$ cat config.mk
export PLATFORM = sky130hd
export DESIGN_NAME = dlsp_top
export DESIGN_NICKNAME = d
export VERILOG_FILES = /design/src/dlsp_pkg.sv /design/src/dlsp_top.sv
export VERILOG_INCLUDE_DIRS = /design/src
export SDC_FILE = /design/constraint.sdc
export NUM_CORES = 1
export LEC_CHECK = 0
export ABC_AREA = 1
export BUFFER_PORTS_ARGS = -buffer_cell sky130_fd_sc_hd__buf_4
export CORE_MARGIN = 2
export CORE_UTILIZATION = 60
export CTS_BUF_LIST = sky130_fd_sc_hd__clkbuf_4 sky130_fd_sc_hd__clkbuf_8
export DETAILED_ROUTE_END_ITERATION = 7
export PLACE_DENSITY = 0.79
export SYNTH_ARGS = -nofsm -noshare
export SYNTH_HDL_FRONTEND = slang
export SYNTH_SLANG_ARGS = --single-unit
$ cat constraint.sdc
create_clock -name CLK -period 2.7 [get_ports CLK]
set_input_delay 0.54 -clock CLK [delete_from_list [all_inputs] [get_ports CLK]]
set_output_delay 0.54 -clock CLK [all_outputs]
set_load 0.05 [all_outputs]
$ cat src/dlsp_consts.svh
`ifndef DLSP_CONSTS_SVH
`define DLSP_CONSTS_SVH

// register offsets
`define DLSP_REG_OUT_CFG      8'h02
`define DLSP_REG_STATUS       8'h1c
`define DLSP_REG_PORT_GPIO    8'h1d
`define DLSP_REG_BC_CFG       8'h23
`define DLSP_REG_PORT_SEL     8'h34
`define DLSP_REG_IRQ_CFG      8'h35

// field positions
`define DLSP_OUT_EN_BIT       7
`define DLSP_OUTPUT_SLEEP_STATE_SEL_BIT      4
`define DLSP_BC_DIV2_BIT      6
`define DLSP_BC_HS_BIT        4
`define DLSP_FIRST_PORT_BIT   0
`define DLSP_SECOND_PORT_BIT  1
`define DLSP_IRQ_FWD_EN_BIT   0

// reset values
`define DLSP_OUT_CFG_RST      8'h90
`define DLSP_PORT_SEL_RST     8'h01
`define DLSP_PORT_GPIO_RST    8'h0f
`define DLSP_BC_CFG_RST       8'h00
`define DLSP_IRQ_CFG_RST      8'h00

// i2c slave address, value is arbitrary
`define DLSP_I2C_ADDR         7'h2c

// forward symbol and back-channel frame
`define DLSP_SYM_BITS         35
`define DLSP_SYM_CNT_LAST     6'd34
`define DLSP_BC_FRAME_BITS    12
`define DLSP_BC_CNT_LAST      4'd11

// recovered clock and line rate limits in MHz / Mbps
`define DLSP_CLK1_MIN_MHZ     25
`define DLSP_CLK1_MAX_MHZ     96
`define DLSP_CLK2_MIN_MHZ     50
`define DLSP_CLK2_MAX_MHZ     170
`define DLSP_LINE1_MAX_MBPS   3360
`define DLSP_LINE2_MAX_MBPS   2975
`define DLSP_LINE_MIN_MBPS    875

// timing
`define DLSP_CLK_PERIOD_NS    10
`define DLSP_LOCK_GAP_NS      400
`define DLSP_LOCK_GAP_CYC     (`DLSP_LOCK_GAP_NS / `DLSP_CLK_PERIOD_NS)
`define DLSP_LOCK_EDGES       8'd64
`define DLSP_BC_5M_NS         200
`define DLSP_BC_10M_NS        100
`define DLSP_BC_20M_NS        50
`define DLSP_BC_5M_CYC        (`DLSP_BC_5M_NS / `DLSP_CLK_PERIOD_NS)
`define DLSP_BC_10M_CYC       (`DLSP_BC_10M_NS / `DLSP_CLK_PERIOD_NS)
`define DLSP_BC_20M_CYC       (`DLSP_BC_20M_NS / `DLSP_CLK_PERIOD_NS)

`endif

$ cat src/dlsp_pkg.sv
package dlsp_pkg;
  typedef enum logic [4:0] {
    I2C_IDLE = 5'h01,
    I2C_ADDR = 5'h02,
    I2C_REG  = 5'h04,
    I2C_WR   = 5'h08,
    I2C_RD   = 5'h10
  } dlsp_i2c_e;
  typedef logic [34:0] dlsp_sym_t;
endpackage : dlsp_pkg

$ cat src/dlsp_top.sv
// Operation
// - forward symbol is 35 bits per clock
// - recovered clock range per lane mode
// - serial line rate limits per lane mode
// - lock without reference clock or training
// - back channel sent as serial frames
// - frame holds i2c, crc, four gpio bits
// - control channel bridges i2c across link
// - port select bits steer duplicated registers
// - reads return selected port, second wins
// - writes update every selected port copy
// - power-up starts recovery, lock driven regardless of enable
// - lock goes high after lock sequence
// - outputs follow pin, enable and sleep bits
// - enable and sleep high: static or valid
// - fast gpio float when enable low sleep high or single lane
// - remote interrupt active low, forwarded
// - fast gpio work only in dual lane
// - high-speed bit forces 20 Mbps back channel
`timescale 1ns/100ps
`include "dlsp_consts.svh"

module dlsp_top (
  input  wire logic        CLK,
  input  wire logic        RST_N,
  input  wire logic        POWER_DOWN_N,
  input  wire logic        STRAP_SELECT_B,
  input  wire logic        DUAL_LANE,
  input  wire logic        LINK_CLK,
  input  wire logic        LINK_DATA,
  input  wire logic        REMOTE_IRQ_IN_N,
  input  wire logic [3:0]  BC_GPIO_IN,
  input  wire logic        SCL_IN,
  input  wire logic        SDA_IN,
  output logic             SDA_OE,
  output logic             BC_TX,
  output logic             LOCK,
  output logic             LOCK_OE,
  output logic             PASS,
  output logic             PASS_OE,
  output logic [3:0]       D_GPIO,
  output logic [3:0]       D_GPIO_OE,
  output logic             CSI_HS_ZERO,
  output logic             CSI_OE,
  output dlsp_pkg::dlsp_sym_t FWD_DATA,
  output logic             FWD_VALID,
  input  wire logic        FWD_READY
);

  // crc-4 over the back-channel payload, polynomial x^4 + x + 1
  function automatic logic [3:0] crc4(input logic [5:0] din);
    logic [3:0] c;
    c = 4'h0;
    for (int i = 5; i >= 0; i--) begin
      c = {c[2:0], 1'b0} ^ ((c[3] ^ din[i]) ? 4'h3 : 4'h0);
    end
    return c;
  endfunction : crc4

  // two-flop synchronisers for every pin input except RST_N and FWD_READY
  logic [7:0]  meta_q, sync_q;
  logic [3:0]  bcg_meta_q, bcg_sync_q;
  always_ff @(posedge CLK) begin
    meta_q     <= {POWER_DOWN_N, STRAP_SELECT_B, DUAL_LANE, LINK_CLK, LINK_DATA,
                   REMOTE_IRQ_IN_N, SCL_IN, SDA_IN};
    sync_q     <= meta_q;
    bcg_meta_q <= BC_GPIO_IN;
    bcg_sync_q <= bcg_meta_q;
  end
  logic pd_n, strap_b, dual, lclk, ldat, irq_n, scl, sda;
  assign {pd_n, strap_b, dual, lclk, ldat, irq_n, scl, sda} = sync_q;

  // power-down acts as a reset of all link-facing logic
  logic run;
  assign run = RST_N & pd_n;

  // edge history, taken from the second flop only
  logic lclk_q, scl_q, sda_q, irq_q;
  always_ff @(posedge CLK) begin
    lclk_q <= lclk;
    scl_q  <= scl;
    sda_q  <= sda;
    irq_q  <= irq_n;
  end
  logic lclk_rise, scl_rise, scl_fall, i2c_start, i2c_stop;
  assign lclk_rise = lclk & ~lclk_q;
  assign scl_rise  = scl & ~scl_q;
  assign scl_fall  = ~scl & scl_q;
  assign i2c_start = scl & scl_q & sda_q & ~sda;
  assign i2c_stop  = scl & scl_q & ~sda_q & sda;

  // registers
  logic [7:0] out_cfg_q, port_sel_q, bc_cfg_q, irq_cfg_q;
  logic [7:0] port_gpio_q [2];
  logic       wr_en;
  logic [7:0] wr_addr, wr_data;
  logic       lock_q, irq_pend_q, ovf_q;
  logic       strap_seen_q;

  // strap is caught on the first cycle after reset release
  always_ff @(posedge CLK) begin
    if (!RST_N) begin
      out_cfg_q      <= `DLSP_OUT_CFG_RST;
      port_sel_q     <= `DLSP_PORT_SEL_RST;
      bc_cfg_q       <= `DLSP_BC_CFG_RST;
      irq_cfg_q      <= `DLSP_IRQ_CFG_RST;
      port_gpio_q[0] <= `DLSP_PORT_GPIO_RST;
      port_gpio_q[1] <= `DLSP_PORT_GPIO_RST;
      strap_seen_q   <= 1'b0;
    end else begin
      strap_seen_q <= 1'b1;
      if (!strap_seen_q) begin
        bc_cfg_q[`DLSP_BC_HS_BIT] <= strap_b;
      end else if (wr_en) begin
        case (wr_addr)
          `DLSP_REG_OUT_CFG:  out_cfg_q  <= wr_data;
          `DLSP_REG_BC_CFG:   bc_cfg_q   <= wr_data;
          `DLSP_REG_PORT_SEL: port_sel_q <= wr_data;
          `DLSP_REG_IRQ_CFG:  irq_cfg_q  <= wr_data;
          `DLSP_REG_PORT_GPIO: begin
            if (port_sel_q[`DLSP_FIRST_PORT_BIT]) begin
              port_gpio_q[0] <= wr_data;
            end
            if (port_sel_q[`DLSP_SECOND_PORT_BIT]) begin
              port_gpio_q[1] <= wr_data;
            end
          end
          default: ;
        endcase
      end
    end
  end

  // read decode; shared registers ignore the port select
  function automatic logic [7:0] rd_mux(input logic [7:0] a);
    case (a)
      `DLSP_REG_OUT_CFG:   rd_mux = out_cfg_q;
      `DLSP_REG_BC_CFG:    rd_mux = bc_cfg_q;
      `DLSP_REG_PORT_SEL:  rd_mux = port_sel_q;
      `DLSP_REG_IRQ_CFG:   rd_mux = irq_cfg_q;
      `DLSP_REG_STATUS:    rd_mux = {4'h0, ovf_q, irq_pend_q, dual, lock_q};
      `DLSP_REG_PORT_GPIO: rd_mux = port_sel_q[`DLSP_SECOND_PORT_BIT] ?
                                    port_gpio_q[1] : port_gpio_q[0];
      default:             rd_mux = 8'h00;
    endcase
  endfunction : rd_mux

  // i2c slave: sda is open drain, oe high pulls it low
  dlsp_pkg::dlsp_i2c_e st_q;
  logic [3:0] bit_q;
  logic [7:0] sh_q, tx_q, ptr_q;
  logic       rw_q, mnack_q;
  logic [7:0] rd_byte;

  // read byte at the pointer; a process so that register changes are seen too
  always_comb begin
    rd_byte = rd_mux(ptr_q);
  end

  always_ff @(posedge CLK) begin
    wr_en <= 1'b0;
    if (!RST_N) begin
      st_q    <= dlsp_pkg::I2C_IDLE;
      bit_q   <= 4'h0;
      sh_q    <= 8'h00;
      tx_q    <= 8'h00;
      ptr_q   <= 8'h00;
      rw_q    <= 1'b0;
      mnack_q <= 1'b0;
      SDA_OE  <= 1'b0;
      wr_addr <= 8'h00;
      wr_data <= 8'h00;
    end else if (i2c_stop) begin
      st_q   <= dlsp_pkg::I2C_IDLE;
      SDA_OE <= 1'b0;
    end else if (i2c_start) begin
      st_q   <= dlsp_pkg::I2C_ADDR;
      bit_q  <= 4'hf;                                         // first scl fall is no bit edge
      SDA_OE <= 1'b0;
    end else if (scl_rise && st_q != dlsp_pkg::I2C_IDLE) begin
      if (bit_q != 4'h8) begin
        sh_q <= {sh_q[6:0], sda};
      end else if (st_q == dlsp_pkg::I2C_RD) begin
        mnack_q <= sda;
      end
    end else if (scl_fall && st_q != dlsp_pkg::I2C_IDLE) begin
      if (bit_q == 4'h7) begin
        bit_q  <= 4'h8;
        SDA_OE <= 1'b1;
        case (st_q)
          dlsp_pkg::I2C_ADDR: begin
            rw_q <= sh_q[0];
            if (sh_q[7:1] != `DLSP_I2C_ADDR) begin
              st_q   <= dlsp_pkg::I2C_IDLE;
              SDA_OE <= 1'b0;
            end
          end
          dlsp_pkg::I2C_REG: ptr_q <= sh_q;
          dlsp_pkg::I2C_WR: begin
            wr_en   <= 1'b1;
            wr_addr <= ptr_q;
            wr_data <= sh_q;
            ptr_q   <= ptr_q + 8'h01;
          end
          default: SDA_OE <= 1'b0;                            // master acks reads
        endcase
      end else if (bit_q == 4'h8) begin
        bit_q <= 4'h0;
        case (st_q)
          dlsp_pkg::I2C_ADDR: st_q <= rw_q ? dlsp_pkg::I2C_RD : dlsp_pkg::I2C_REG;
          dlsp_pkg::I2C_REG:  st_q <= dlsp_pkg::I2C_WR;
          dlsp_pkg::I2C_WR:   st_q <= dlsp_pkg::I2C_WR;
          default:            st_q <= st_q;
        endcase
        if ((st_q == dlsp_pkg::I2C_ADDR && rw_q) ||
            (st_q == dlsp_pkg::I2C_RD && !mnack_q)) begin
          tx_q   <= {rd_byte[6:0], 1'b0};
          SDA_OE <= ~rd_byte[7];
          ptr_q  <= ptr_q + 8'h01;
        end else if (st_q == dlsp_pkg::I2C_RD) begin
          st_q   <= dlsp_pkg::I2C_IDLE;                       // master nack ends read
          SDA_OE <= 1'b0;
        end else begin
          SDA_OE <= 1'b0;
        end
      end else begin
        bit_q <= bit_q + 4'h1;
        if (st_q == dlsp_pkg::I2C_RD) begin
          SDA_OE <= ~tx_q[7];
          tx_q   <= {tx_q[6:0], 1'b0};
        end
      end
    end
  end

  // lock detect on sampled link clock edges; no reference clock used
  logic [7:0] gap_q, good_q;
  always_ff @(posedge CLK) begin
    if (!run) begin
      gap_q  <= 8'h00;
      good_q <= 8'h00;
      lock_q <= 1'b0;
    end else if (lclk_rise) begin
      gap_q <= 8'h00;
      if (good_q != `DLSP_LOCK_EDGES) begin
        good_q <= good_q + 8'h01;
      end else begin
        lock_q <= 1'b1;
      end
    end else if (gap_q == 8'(`DLSP_LOCK_GAP_CYC)) begin
      good_q <= 8'h00;
      lock_q <= 1'b0;
    end else begin
      gap_q <= gap_q + 8'h01;
    end
  end

  // forward symbol assembly, one bit per link clock rising edge
  dlsp_pkg::dlsp_sym_t sym_q;
  logic [5:0]          sym_cnt_q;
  logic                push_q;
  always_ff @(posedge CLK) begin
    push_q <= 1'b0;
    if (!run || !lock_q) begin
      sym_cnt_q <= 6'h00;
      sym_q     <= '0;
    end else if (lclk_rise) begin
      sym_q <= {sym_q[`DLSP_SYM_BITS-2:0], ldat};
      if (sym_cnt_q == `DLSP_SYM_CNT_LAST) begin
        sym_cnt_q <= 6'h00;
        push_q    <= 1'b1;
      end else begin
        sym_cnt_q <= sym_cnt_q + 6'h01;
      end
    end
  end

  // two-entry buffer: output stage plus skid entry
  dlsp_pkg::dlsp_sym_t skid_q;
  logic                skid_v_q, out_v_q, pass_valid;
  logic                fwd_en, take, out_v_d;

  // pop only on a handshake the receiver saw, so valid and data never part
  assign fwd_en  = lock_q & out_cfg_q[`DLSP_OUT_EN_BIT] & out_cfg_q[`DLSP_OUTPUT_SLEEP_STATE_SEL_BIT];
  assign take    = (FWD_READY & FWD_VALID) | ~out_v_q;
  assign out_v_d = take ? (skid_v_q | push_q) : out_v_q;

  always_ff @(posedge CLK) begin
    if (!run) begin
      out_v_q   <= 1'b0;
      FWD_VALID <= 1'b0;
      skid_v_q  <= 1'b0;
      skid_q    <= '0;
      FWD_DATA  <= '0;
      ovf_q     <= 1'b0;
    end else begin
      FWD_VALID <= out_v_d & fwd_en;
      if (take) begin
        if (skid_v_q) begin
          FWD_DATA <= skid_q;
          out_v_q  <= 1'b1;
          skid_v_q <= push_q;
          if (push_q) begin
            skid_q <= sym_q;
          end
        end else begin
          out_v_q <= push_q;
          if (push_q) begin
            FWD_DATA <= sym_q;
          end
        end
      end else if (push_q) begin
        if (skid_v_q) begin
          ovf_q <= 1'b1;                                      // word dropped, both full
        end else begin
          skid_q   <= sym_q;
          skid_v_q <= 1'b1;
        end
      end
    end
  end

  // remote interrupt: falling edge arms, release of the pin disarms
  always_ff @(posedge CLK) begin
    if (!run) begin
      irq_pend_q <= 1'b0;
    end else if (irq_q && !irq_n) begin
      irq_pend_q <= 1'b1;
    end else if (irq_n) begin
      irq_pend_q <= 1'b0;
    end
  end

  // back-channel bit timer; high-speed bit overrides the divider
  logic [4:0] bc_div_q;
  logic [4:0] bc_period;
  logic       bc_tick;
  assign bc_period = bc_cfg_q[`DLSP_BC_HS_BIT]   ? 5'(`DLSP_BC_20M_CYC) :
                     bc_cfg_q[`DLSP_BC_DIV2_BIT] ? 5'(`DLSP_BC_10M_CYC) :
                                                   5'(`DLSP_BC_5M_CYC);
  assign bc_tick = (bc_div_q == bc_period - 5'h01);
  always_ff @(posedge CLK) begin
    if (!run || bc_tick) begin
      bc_div_q <= 5'h00;
    end else begin
      bc_div_q <= bc_div_q + 5'h01;
    end
  end

  // back-channel frame: start, irq, gpio, i2c bit, crc, stop
  logic [`DLSP_BC_FRAME_BITS-1:0] bc_sh_q;
  logic [3:0]                     bc_cnt_q;
  logic [5:0]                     bc_pay;
  assign bc_pay = {irq_pend_q & irq_cfg_q[`DLSP_IRQ_FWD_EN_BIT], bcg_sync_q, sda};
  always_ff @(posedge CLK) begin
    if (!run) begin
      bc_sh_q  <= '0;
      bc_cnt_q <= 4'h0;
      BC_TX    <= 1'b0;
    end else if (bc_tick) begin
      if (bc_cnt_q == `DLSP_BC_CNT_LAST) begin
        bc_cnt_q <= 4'h0;
        BC_TX    <= 1'b1;
        bc_sh_q  <= {bc_pay, crc4(bc_pay), 1'b0, 1'b0};
      end else begin
        bc_cnt_q <= bc_cnt_q + 4'h1;
        BC_TX    <= bc_sh_q[`DLSP_BC_FRAME_BITS-1];
        bc_sh_q  <= {bc_sh_q[`DLSP_BC_FRAME_BITS-2:0], 1'b0};
      end
    end
  end

  // output state decode from power-down pin, enable and sleep select
  logic output_enable_bit, oss;
  assign output_enable_bit        = out_cfg_q[`DLSP_OUT_EN_BIT];
  assign oss        = out_cfg_q[`DLSP_OUTPUT_SLEEP_STATE_SEL_BIT];
  assign pass_valid = lock_q & ~ovf_q;
  always_ff @(posedge CLK) begin
    if (!run) begin
      {LOCK, LOCK_OE, PASS, PASS_OE, CSI_HS_ZERO, CSI_OE} <= 6'h00;
      D_GPIO    <= 4'h0;
      D_GPIO_OE <= 4'h0;
    end else begin
      LOCK      <= lock_q;
      LOCK_OE   <= 1'b1;
      D_GPIO    <= FWD_DATA[3:0];
      D_GPIO_OE <= (oss && !output_enable_bit) || !dual ? 4'h0 : port_gpio_q[0][3:0];
      case ({output_enable_bit, oss})
        2'b01: begin
          {PASS, PASS_OE, CSI_HS_ZERO, CSI_OE} <= 4'h0;
        end
        2'b11: begin
          PASS_OE     <= 1'b1;
          CSI_OE      <= 1'b1;
          if (lock_q) begin
            PASS        <= pass_valid;
            CSI_HS_ZERO <= 1'b0;
          end else begin
            CSI_HS_ZERO <= 1'b1;                              // pass keeps last value
          end
        end
        default: begin
          {PASS, PASS_OE, CSI_HS_ZERO, CSI_OE} <= 4'h7;
        end
      endcase
    end
  end

endmodule : dlsp_top

==> results of run 1 <==
[per-layer routing]
layer / track usage, % / vias up / share of wire [%]
met5: 0 / - / 0
met4: 9.811 / 0 / 2.5
met3: 4.870 / 64 / 5.7
met2: 42.63 / 308 / 48
met1: 32.86 / 4724 / 44
li1: - / 5139 / -
[flip-flops by register name (all words and copies together), names as in the netlist, 10 cells and up]
| signal | flops |
|---|---|
| sym_q | 35 |
| skid_q | 35 |
| FWD_DATA | 35 |
| port_gpio_q | 16 |
| bc_sh_q | 10 |
[final cells by class]
cell class                 count  area share [%]
multi-input combinational    964           35.60
sequential                   296           44.69
timing repair buffer          88           5.127
clock buffer                  76           6.992
clock inverter                 6          0.2848
tap                          265           2.435
inverter                     175           4.870
[worst paths after layout]
path / to / cells after the start / startpoint
hold / removal: meta_q[2] / 1 / REMOTE_IRQ_IN_N
hold reg to reg: bcg_sync_q[0] / 0 / bcg_meta_q[0]
setup / recovery: tx_q[2] / 10 / ptr_q[0]
setup reg to reg: tx_q[2] / 10 / ptr_q[0]
[cells in the mapped netlist (3+ instances only)]
library cell	n
a211oi_1	7
a21oi_1	159
a31oi_1	44
buf_2	14
buf_4	5
clkbuf_1	47
clkinv_1	5
dfxtp_1	280
edfxtp_1	16
ha_1	14
inv_1	163
inv_2	4
nand2_1	250
nand2_2	3
nand3_1	65
nand4_1	18
nor2_1	122
nor2_4	4
nor3_1	14
nor3_4	3
o211ai_1	3
o21ai_0	186
o21ai_1	20
o31ai_1	3
xnor2_1	6
xor2_1	12
[power by group through the flow]
stage / clock network [mW] / registers [mW] / logic, mW
2_1_floorplan: 0 / 4.58 / 0.145
3_3_place_gp: 0 / 4.57 / 0.228
3_5_place_dp: 0 / 4.57 / 0.233
4_1_cts: 4.00 / 4.48 / 0.234
5_1_grt: 4.21 / 4.48 / 0.260
6_report: 3.94 / 4.48 / 0.234
[logic make-up after synthesis]
kind of cell	count (synthesis)
compound gates	434
xor+xnor	18
fa+ha+maj	14
buf+inv	244
flops	296
simple gates	498
[worst max-delay path, cell delays in order, from the launching register on]
cell and delay [ns]:
dfxtp_1 0.36, inv_1 0.13, ha_1 0.29, inv_1 0.07, nor2_1 0.47, nand2_1 0.16
o21ai_1 0.15, nor2_1 0.06, nand3b_1 0.10, nand2_1 0.07, a21oi_1 0.11
[metrics by stage]
stage               cells  hold slack, ns  area (µm²)  util [%]
CTS                  1870         0.04554       13620     69.97
finish               1870         0.07524       13620     69.97
global route         1870         0.04482       13620     69.97
detailed placement   1788          0.3121       12630     64.88
global placement     1788          0.3101       12630     64.88
floorplan            1504          0.3096       11900         -
==> reports/results.txt, run 1 <==
F_max -> 492.7 MHz
TritonCTS clock tree -> yes
Ys Warns -> 0
FP Rows -> 51
Total power -> 8.651 mW
Vias in the first global route -> 9,326
Most frequent cells in the layout -> 280 x dfxtp_1, 250 x nand2_1, 186 x o21ai_0
Synth area leaders -> dfxtp_1 47%, nand2_1 7.9%, o21ai_0 7.8%
Avg WL per Cell -> 14.29 µm
Pwr per Cell Area -> 635.2 nW/µm²
# DRC -> 0
Vias -> 10,235
Post-Syn Area per Cell -> 7.912 µm²
Mux cell area share after synthesis -> 0%
Post-Synth Simple-Gate Area -> 18.59%
Die area -> 20,980 µm²
I/O pin count -> 67
Slew margin rel. -> 56.42%
Area growth syn-to-layout -> 14.44%
Clock root buffer -> clkbuf_8
Largest family of logic cells by synthesized area -> compound AO/OA/AOI/OAI gates
Post-Synth XOR/XNOR Area -> 1.325%
Setup WS post-layout -> 0.6705 ns
Psw -> 1.901 mW
CP Data Arrival Time -> 2.52 ns
Pre-antenna DRT Iters -> 8
EDFF count, synth -> 16
Critical Path Sink Type -> flop
Post-CTS Hold Buffers -> 0
Top cell type by total area after synthesis -> dfxtp_1
Final Cycle Share -> 75.17%
Final setup fails -> 0
Global-route wire length before repair -> 43,660 µm
# port buffers -> 66
Inserted Clock Buffers -> 46
Post-CTS setup buffers -> 0
Number of max-cap violations -> 0
Final min period -> 2.029 ns
Global-route usage over all layers -> 25.53%
Crit Path Category -> reg -> reg
Synth Register Bits -> 296
Final Wtd Congestion -> 0.8820
Register area -> 6086 µm²
Leak Pwr -> 5.274 nW
Layout Nets -> 1,600
N_diodes -> 0
Number of vias per cell -> 5.473
FILL cells -> 1,518
Syn_nets -> 1,533
FFs w/ async S/R, synth -> 0%
Final Hold Violating Endpoints -> 0
DP Worst Slack -> 0.5970 ns
Multi-input logic area -> 4848 µm²
Initial antenna violation count -> 0
Worst reg2reg setup slack -> 0.67 ns
Clk_skew -> 0.02043 ns
Synth Flop Type -> dfxtp_1
Initial core utilization -> 61.14%
Startpoint Class -> flop
Internal -> 6.750 mW
H-Tree Depth -> 2
Outcome -> finished, final reports clean
Adder-Cell Fraction of Synth Area -> 1.472%
RSZ-0062 raised after global routing -> no
Largest net degree at the start of global routing -> 63
Final Max Slew Viols -> 0
# resized after CTS -> 0
Detailed Place HPWL -> 17,740 µm
Flop pwr share -> 51.8%
Compound-Gate Fraction of Synth Area -> 19.29%
Worst Path Required -> 3.19 ns
Crit path max fanout -> 7
Area share of the largest cell type after synthesis -> 47.10%
Switching share of power -> 21.97%
Post-Route WL -> 26,730 µm
DRC violation total after the first TritonRoute iteration -> 707
Skew-Pair Late Insertion Delay -> 0.57 ns
Share of layout cells above drive strength 1 -> 12.77%
Synth Instances -> 1,504
Worst-Margin Slew -> 0.6513 ns
Post-Syn Area -> 11,900 µm²
Die Height -> 144.8 µm
Comb pwr share -> 2.7%
Clock transition at the registers of the reported paths -> 0.06 ns
CORE AREA -> 19,460 µm²
Peak supply drop -> 0.4100 mV
Synth unique cells -> 51
CTS max path bufs -> 3
Routed Antenna Nets -> 0
Total grt overflow -> 0
Seq/Total Area, Yosys -> 51.14%
Die Span X -> 144.8 µm
Most common cell after layout, fill and taps aside -> dfxtp_1
Setup TNS -> 0 ns
Clock power share -> 45.5%
CTS sink cnt -> 296
Worst Hold Class -> in -> reg
(Power assumes the default switching activity.)
==> run 2: changes to the inputs <==
clock period = 2 ns   (was 2.7 ns; I/O delays follow)
==> run 2 against run 1 <==
Net effect:
- critical path depth is the same
- register-to-register slack lost 0.49 ns
- fmax rose by 11%
- via count shrank 0.44%
- final cell count rose by 0.86%
- clock-buffer cell count is 5 lower
==> reports/results.txt, run 2 (synthesized netlist as in run 1, its figures left out) <==
Outcome -> finished, final reports clean (unchanged)
Clk_skew -> 0.03383 ns (was 0.02043 ns)
Leak Pwr -> 5.376 nW (was 5.274 nW)
Cell Area, Placed -> 12,680 µm² (was 12,630 µm²)
Area growth syn-to-layout -> 16.53% (was 14.44%)
Global-route usage over all layers -> 26.33% (was 25.53%)
Die area -> 20,980 µm² (unchanged)
CP max stage delay -> 0.36 ns (was 0.47 ns)
Worst setup path startpoint -> ptr_q[0] (unchanged)
# port buffers -> 66 (unchanged)
Crit Path Category -> reg -> reg (unchanged)
Vias -> 10,190 (was 10,235)
CP Data Arrival Time -> 2.30 ns (was 2.52 ns)
Final Cycle Share -> 91.12% (was 75.17%)
TritonCTS clock tree -> yes (unchanged)
Initial core utilization -> 61.14% (unchanged)
Final setup fails -> 0 (unchanged)
F_max -> 548.7 MHz (was 492.7 MHz)
Vias in the first global route -> 9,474 (was 9,326)
Worst Path Required -> 2.48 ns (was 3.19 ns)
Worst-Margin Slew -> 0.5800 ns (was 0.6513 ns)
DRC violation total after the first TritonRoute iteration -> 683 (was 707)
Worst Hold Class -> in -> reg (unchanged)
Startpoint Class -> flop (unchanged)
H-Tree Depth -> 2 (unchanged)
Worst reg2reg setup slack -> 0.18 ns (was 0.67 ns)
Largest regs -> FWD_DATA: 35 flops, skid_q: 35 flops, sym_q: 35 flops (unchanged)
Die Span X -> 144.8 µm (unchanged)
Final Wtd Congestion -> 0.9108 (was 0.8820)
Number of vias per cell -> 5.403 (was 5.473)
Die Height -> 144.8 µm (unchanged)
Slew margin rel. -> 61.21% (was 56.42%)
Crit path max fanout -> 7 (unchanged)
Detailed Place HPWL -> 17,710 µm (was 17,740 µm)
Avg WL per Cell -> 14.39 µm (was 14.29 µm)
CORE AREA -> 19,460 µm² (unchanged)
Layout Nets -> 1,617 (was 1,600)
Share of layout cells above drive strength 1 -> 13.08% (was 12.77%)
Clock transition at the registers of the reported paths -> 0.07 ns (was 0.06 ns)
Inserted Clock Buffers -> 45 (was 46)
Skew-Pair Late Insertion Delay -> 0.57 ns (about the same)
Largest net degree at the start of global routing -> 89 (was 63)
Routed Antenna Nets -> 0 (unchanged)
CTS sink cnt -> 296 (unchanged)
RSZ-0062 raised after global routing -> yes (was no)
Post-CTS setup buffers -> 0 (unchanged)
Pwr per Cell Area -> 865.0 nW/µm² (was 635.2 nW/µm²)
Peak supply drop -> 0.7171 mV (was 0.4100 mV)
Most frequent cells in the layout -> 279 x dfxtp_1, 250 x nand2_1, 185 x o21ai_0 (was 280 x dfxtp_1, 250 x nand2_1, 186 x o21ai_0)
FP Rows -> 51 (unchanged)
Number of max-cap violations -> 0 (unchanged)
Register area -> 6087 µm² (was 6086 µm²)
Post-route cell area -> 13,870 µm² (was 13,620 µm²)
# DRC -> 0 (unchanged)
Multi-input logic area -> 4863 µm² (was 4848 µm²)
Total grt overflow -> 0 (unchanged)
Reg-to-reg endpoint -> tx_q[2] (unchanged)
CP max-delay cell -> dfxtp_1 (was nor2_1)
Initial antenna violation count -> 0 (unchanged)
N_diodes -> 0 (unchanged)
Pre-antenna DRT Iters -> 5 (was 8)
Post-Route WL -> 27,140 µm (was 26,730 µm)
FILL cells -> 1,569 (was 1,518)
Most common cell after layout, fill and taps aside -> dfxtp_1 (unchanged)
Worst Hold End -> port_sel_q[1] (was meta_q[2])
Critical Path Sink Type -> flop (unchanged)
Hold depth -> 3 (was 1)
R2R depth -> 10 (unchanged)
Worst R2R Start -> ptr_q[0] (unchanged)
Final Hold Violating Endpoints -> 0 (unchanged)
Crit path cell chain -> inv_1, ha_1, inv_1, nor2_2, nand2_1, o21ai_1, nor2_1, nand3b_1, nand2_1, a21oi_1 (was inv_1, ha_1, inv_1, nor2_1, nand2_1, o21ai_1, nor2_1, nand3b_1, nand2_1, a21oi_1)
CTS max path bufs -> 3 (unchanged)
Clock root buffer -> clkbuf_8 (unchanged)
Final Max Slew Viols -> 0 (unchanged)
I/O pin count -> 67 (unchanged)
Final min period -> 1.822 ns (was 2.029 ns)
Global-route wire length before repair -> 44,790 µm (was 43,660 µm)
Core Util, Final -> 71.25% (was 69.97%)
Worst Min Path Start -> RST_N (was REMOTE_IRQ_IN_N)
run 2: changes by cell type in the layout (fill, tap and decap cells not counted), sizes merged, moves of 4 or more:
cell | previous run | this run
dlygate4sd3 | 0 | 12
buf | 88 | 94
clkbuf | 76 | 71
bufinv | 0 | 4
run 2: what timing repair did:
| action | in CTS | in global routing |
|---|---|---|
| hold buffers | 12 | 0 |
| resized for setup | 0 | 5 |
| endpoints found under the setup margin | 0 | 11 |
| endpoints found under the hold margin | 12 | 0 |
run 2: per-stage QoR:
step	setup WS [ns]	power [mW]	TNS (ns)	std cells	hold slack, ns
after floorplan	0.3944	6.383	0	1504	0.3096
after global placement	0.09316	6.484	0	1794	0.3109
after detailed placement	0.09826	6.491	0	1794	0.3121
after CTS	0.08928	12.07	0	1886	0.1169
after global routing	-0.02365	12.41	-0.02365	1886	0.1353
final	0.1776	11.99	0	1886	0.1376
run 2: final cells by class:
type | count | area share, %
Multi-Input combinational cell | 964 | 35.07
Clock buffer | 71 | 6.460
Timing Repair Buffer | 106 | 6.316
Clock inverter | 9 | 1.083
Inverter | 175 | 4.782
Tap cell | 265 | 2.391
Sequential cell | 296 | 43.90
run 2: worst max path at each step:
stage	depth (start not counted)	end	slack [ns]
final	10	tx_q[2]	0.18
after global routing	11	ptr_q[3]	-0.02
after CTS	10	tx_q[2]	0.09
after detailed placement	10	tx_q[2]	0.1
after global placement	10	tx_q[2]	0.09
after floorplan	8	skid_q[30]	0.39
run 2: per-layer routing:
layer | share of wire [%] | global-route usage [%]
met5 | 0 | 0
met4 | 1.8 | 7.767
met3 | 4.8 | 4.574
met2 | 50 | 45.98
met1 | 44 | 33.44
run 2: critical path, delay by kind of cell, from the launching register on:
kind,cells,cell delay [ns]
compound gates,2,0.27
flops,1,0.36
buf+inv,2,0.22
simple gates,5,0.67
fa+ha+maj,1,0.25
run 2: report_power, final:
group | internal [mW] | switching, mW | total, mW
Clock | 3.36 | 2.25 | 5.61
Sequential | 6.01 | 0.0377 | 6.05
Combinational | 0.116 | 0.223 | 0.339
Total | 9.48 | 2.51 | 12.0
==> run 3: changes to the inputs <==
ABC_AREA = default   (was 1)
CORE_MARGIN = 10   (was 2)
PLACE_DENSITY = default   (was 0.79)
PLACE_DENSITY_LB_ADDON = 0.2   (was default)
==> run 3 against run 2 <==
Net effect:
- global-route usage fell by 6.0 points
- setup slack worse by 0.071 ns
- sequential power hardly changed
- sequential cell count did not move
- synthesized area rose by 0.52%
- fmax down 3.7%
- critical path depth is 5 lower
- utilization increased by 0.70 points
- critical path type unchanged
- critical endpoint unchanged
- highest routed layer unchanged
==> reports/results.txt, run 3 <==
Outcome -> finished, final reports clean (unchanged)
Top Layer Used -> met4 (unchanged)
Cell Area, Placed -> 12,910 µm² (was 12,680 µm²)
Worst R2R Start -> ptr_q[7] (was ptr_q[0])
Post-route cell area -> 14,050 µm² (was 13,870 µm²)
Area share of the largest cell type after synthesis -> 46.86% (was 47.10%)
Crit path cell chain -> or4_1, a211oi_1, a311o_1, a221o_1, a32o_1 (was inv_1, ha_1, inv_1, nor2_2, nand2_1, o21ai_1, nor2_1, nand3b_1, nand2_1, a21oi_1)
Comb pwr share -> 3.0% (was 2.8%)
Final Max Slew Viols -> 0 (unchanged)
Top cells by count, synth -> 280 x dfxtp_1, 215 x nand2_1, 146 x nor2_1 (was 280 x dfxtp_1, 250 x nand2_1, 186 x o21ai_0)
DP Worst Slack -> 0.07493 ns (was 0.09826 ns)
Clock root buffer -> clkbuf_8 (unchanged)
Die area -> 25,980 µm² (was 20,980 µm²)
Top cell type by total area after synthesis -> dfxtp_1 (unchanged)
Global-route wire length before repair -> 44,990 µm (was 44,790 µm)
Worst reg2reg setup slack -> 0.11 ns (was 0.18 ns)
Global-route usage over all layers -> 20.35% (was 26.33%)
Detailed Place HPWL -> 18,240 µm (was 17,710 µm)
Synth Flop Type -> dfxtp_1 (unchanged)
EDFF count, synth -> 16 (unchanged)
Ys Warns -> 0 (unchanged)
Worst Path Required -> 2.49 ns (was 2.48 ns)
Synth area leaders -> dfxtp_1 47%, mux2i_1 8.0%, nand2_1 6.7% (was dfxtp_1 47%, nand2_1 7.9%, o21ai_0 7.8%)
Internal -> 9.125 mW (was 9.482 mW)
Avg WL per Cell -> 16.11 µm (was 14.39 µm)
Largest net degree at the start of global routing -> 93 (was 89)
CORE AREA -> 19,530 µm² (was 19,460 µm²)
Post-Route WL -> 27,240 µm (was 27,140 µm)
Worst Hold End -> port_sel_q[0] (was port_sel_q[1])
Vias in the first global route -> 9,185 (was 9,474)
CP max stage delay -> 0.61 ns (was 0.36 ns)
Seq/Total Area, Yosys -> 50.88% (was 51.14%)
CTS max path bufs -> 3 (unchanged)
Largest regs -> FWD_DATA: 35 flops, skid_q: 35 flops, sym_q: 35 flops (unchanged)
Reg-to-reg endpoint -> tx_q[2] (unchanged)
TritonCTS clock tree -> yes (unchanged)
Startpoint Class -> flop (unchanged)
Layout Nets -> 1,420 (was 1,617)
Final Cycle Share -> 94.67% (was 91.12%)
Clock power share -> 45.2% (was 46.8%)
CP Buf/Inv Count -> 0 (was 2)
Inserted Clock Buffers -> 46 (was 45)
Final setup fails -> 0 (unchanged)
Pwr per Cell Area -> 829.7 nW/µm² (was 865.0 nW/µm²)
Most frequent cells in the layout -> 278 x dfxtp_1, 214 x nand2_1, 145 x nor2_1 (was 279 x dfxtp_1, 250 x nand2_1, 185 x o21ai_0)
Syn_nets -> 1,327 (was 1,533)
Dominant delay contributor by cell family on the critical path -> compound AO/OA/AOI/OAI gates (was simple AND/OR/NAND/NOR gates)
Area growth syn-to-layout -> 17.46% (was 16.53%)
FP Rows -> 51 (unchanged)
DRC violation total after the first TritonRoute iteration -> 476 (was 683)
Die Height -> 161.2 µm (was 144.8 µm)
Share of layout cells above drive strength 1 -> 16.27% (was 13.08%)
Number of vias per cell -> 5.630 (was 5.403)
CP max-delay cell -> or4_1 (was dfxtp_1)
FFs w/ async S/R, synth -> 0% (unchanged)
N_diodes -> 0 (unchanged)
I/O pin count -> 67 (unchanged)
Most common cell in the netlist -> dfxtp_1 (unchanged)
Final min period -> 1.893 ns (was 1.822 ns)
Routed Antenna Nets -> 0 (unchanged)
Psw -> 2.531 mW (was 2.513 mW)
Post-Syn Area -> 11,960 µm² (was 11,900 µm²)
Switching share of power -> 21.72% (was 20.95%)
Peak supply drop -> 0.7225 mV (was 0.7171 mV)
Clock transition at the registers of the reported paths -> 0.06 ns (was 0.07 ns)
Crit path max fanout -> 7 (unchanged)
Pre-antenna DRT Iters -> 4 (was 5)
Vias -> 9,521 (was 10,190)
H-Tree Depth -> 2 (unchanged)
RSZ-0062 raised after global routing -> yes (unchanged)
Crit Path Category -> reg -> reg (unchanged)
CP Data Arrival Time -> 2.38 ns (was 2.30 ns)
Worst Hold Class -> in -> reg (unchanged)
Die Span X -> 161.2 µm (was 144.8 µm)
Most common cell after layout, fill and taps aside -> dfxtp_1 (unchanged)
Initial antenna violation count -> 0 (unchanged)
Wire length on met2 -> 13,520 µm (was 13,480 µm)
R2R depth -> 5 (was 10)
F_max -> 528.2 MHz (was 548.7 MHz)
CTS sink cnt -> 296 (unchanged)
Total grt overflow -> 0 (unchanged)
# port buffers -> 66 (unchanged)
Worst Min Path Start -> RST_N (unchanged)
Synth Register Bits -> 296 (unchanged)
FILL cells -> 1,522 (was 1,569)
M1 wire length -> 11,690 µm (was 11,880 µm)
Synth Instances -> 1,298 (was 1,504)
Post-Syn Area per Cell -> 9.215 µm² (was 7.912 µm²)
Initial core utilization -> 61.26% (was 61.14%)
Synth unique cells -> 86 (was 51)
# DRC -> 0 (unchanged)
Final Hold Violating Endpoints -> 0 (unchanged)
Setup WS post-layout -> 0.1067 ns (was 0.1776 ns)
Slew margin rel. -> 63.01% (was 61.21%)
Skew-Pair Late Insertion Delay -> 0.55 ns (was 0.57 ns)
Worst-Margin Slew -> 0.5472 ns (was 0.5800 ns)
Number of max-cap violations -> 0 (unchanged)
Final Wtd Congestion -> 0.8938 (was 0.9108)
Hold depth -> 2 (was 3)
Metal3 WL -> 1348 µm (was 1294 µm)
Critical Path Sink Type -> flop (unchanged)
Flop pwr share -> 51.8% (was 50.4%)
Leak Pwr -> 5.300 nW (was 5.376 nW)
Clk_skew -> 0.01161 ns (was 0.03383 ns)
## run 3: cells by family (layout without fill, tap and decap cells)
kind of cell / count (synthesis) / after routing / synth area share (%)
xor+xnor: 25 / 25 / 1.831
buf+inv: 103 / 231 / 3.755
mux: 103 / 103 / 8.692
compound gates: 260 / 260 / 14.58
fa+ha+maj: 14 / 14 / 1.464
simple gates: 497 / 497 / 18.80
flops: 296 / 296 / 50.88
## run 3: worst reg2reg max path, cell delays in order, from the launching register on
cell	delay [ns]
dfxtp_1	0.38
or4_1	0.61
a211oi_1	0.40
a311o_1	0.20
a221o_1	0.11
a32o_1	0.15
## run 3: area by class of cell
type | count | area (µm²) | share of cell area [%]
Multi-Input combinational cell | 899 | 5482 | 39.02
Tap cell | 265 | 331.6 | 2.360
Inverter | 21 | 78.83 | 0.5610
Timing Repair Buffer | 127 | 1084 | 7.712
Sequential cell | 296 | 6088 | 43.33
Clock inverter | 12 | 90.09 | 0.6412
Clock buffer | 71 | 895.9 | 6.376
## run 3: worst max path at each step
stage / startpoint / end / slack [ns] / cells after the start
after floorplan: ptr_q[0] / tx_q[2] / 0.10 / 8
after global placement: bit_q[0] / ptr_q[5] / 0.16 / 7
after detailed placement: bit_q[0] / ptr_q[5] / 0.07 / 7
after CTS: bit_q[0] / ptr_q[5] / 0.06 / 7
after global routing: gap_q[0] / good_q[6] / -0.01 / 7
final: ptr_q[7] / tx_q[2] / 0.11 / 5
## run 3: what timing repair did
action | in CTS | in global routing
hold buffers | 12 | 0
endpoints found under the hold margin | 12 | 0
setup endpoints to repair | 0 | 19
resized for setup | 0 | 10
setup buffers | 0 | 0
## run 3: power by group through the flow
| stage | combinational, mW | sequential, mW | clock, mW |
|---|---|---|---|
| finish | 0.349 | 6.04 | 5.26 |
| detailed placement | 0.330 | 6.17 | 0 |
| CTS | 0.350 | 6.04 | 5.38 |
| global placement | 0.326 | 6.17 | 0 |
| floorplan | 0.191 | 6.18 | 0 |
| global route | 0.378 | 6.05 | 5.65 |
## run 3: per-stage QoR
| stage | utilization (%) | power [mW] | std cells | setup TNS, ns | hold slack, ns |
|---|---|---|---|---|---|
| finish | 71.95 | 11.66 | 1691 | 0 | 0.1438 |
| global route | 71.95 | 12.07 | 1691 | -0.01038 | 0.1379 |
| CTS | 71.78 | 11.77 | 1691 | 0 | 0.1142 |
| detailed placement | 66.12 | 6.502 | 1596 | 0 | 0.3136 |
| global placement | 66.12 | 6.496 | 1596 | 0 | 0.3106 |
| floorplan | - | 6.369 | 1298 | 0 | 0.3096 |
## run 3: layer usage
| layer | up-vias | global-route usage, % |
|---|---|---|
| li1 | 4728 | - |
| met1 | 4511 | 24.80 |
| met2 | 222 | 35.11 |
| met3 | 60 | 4.067 |
| met4 | 0 | 6.907 |
| met5 | - | 0 |
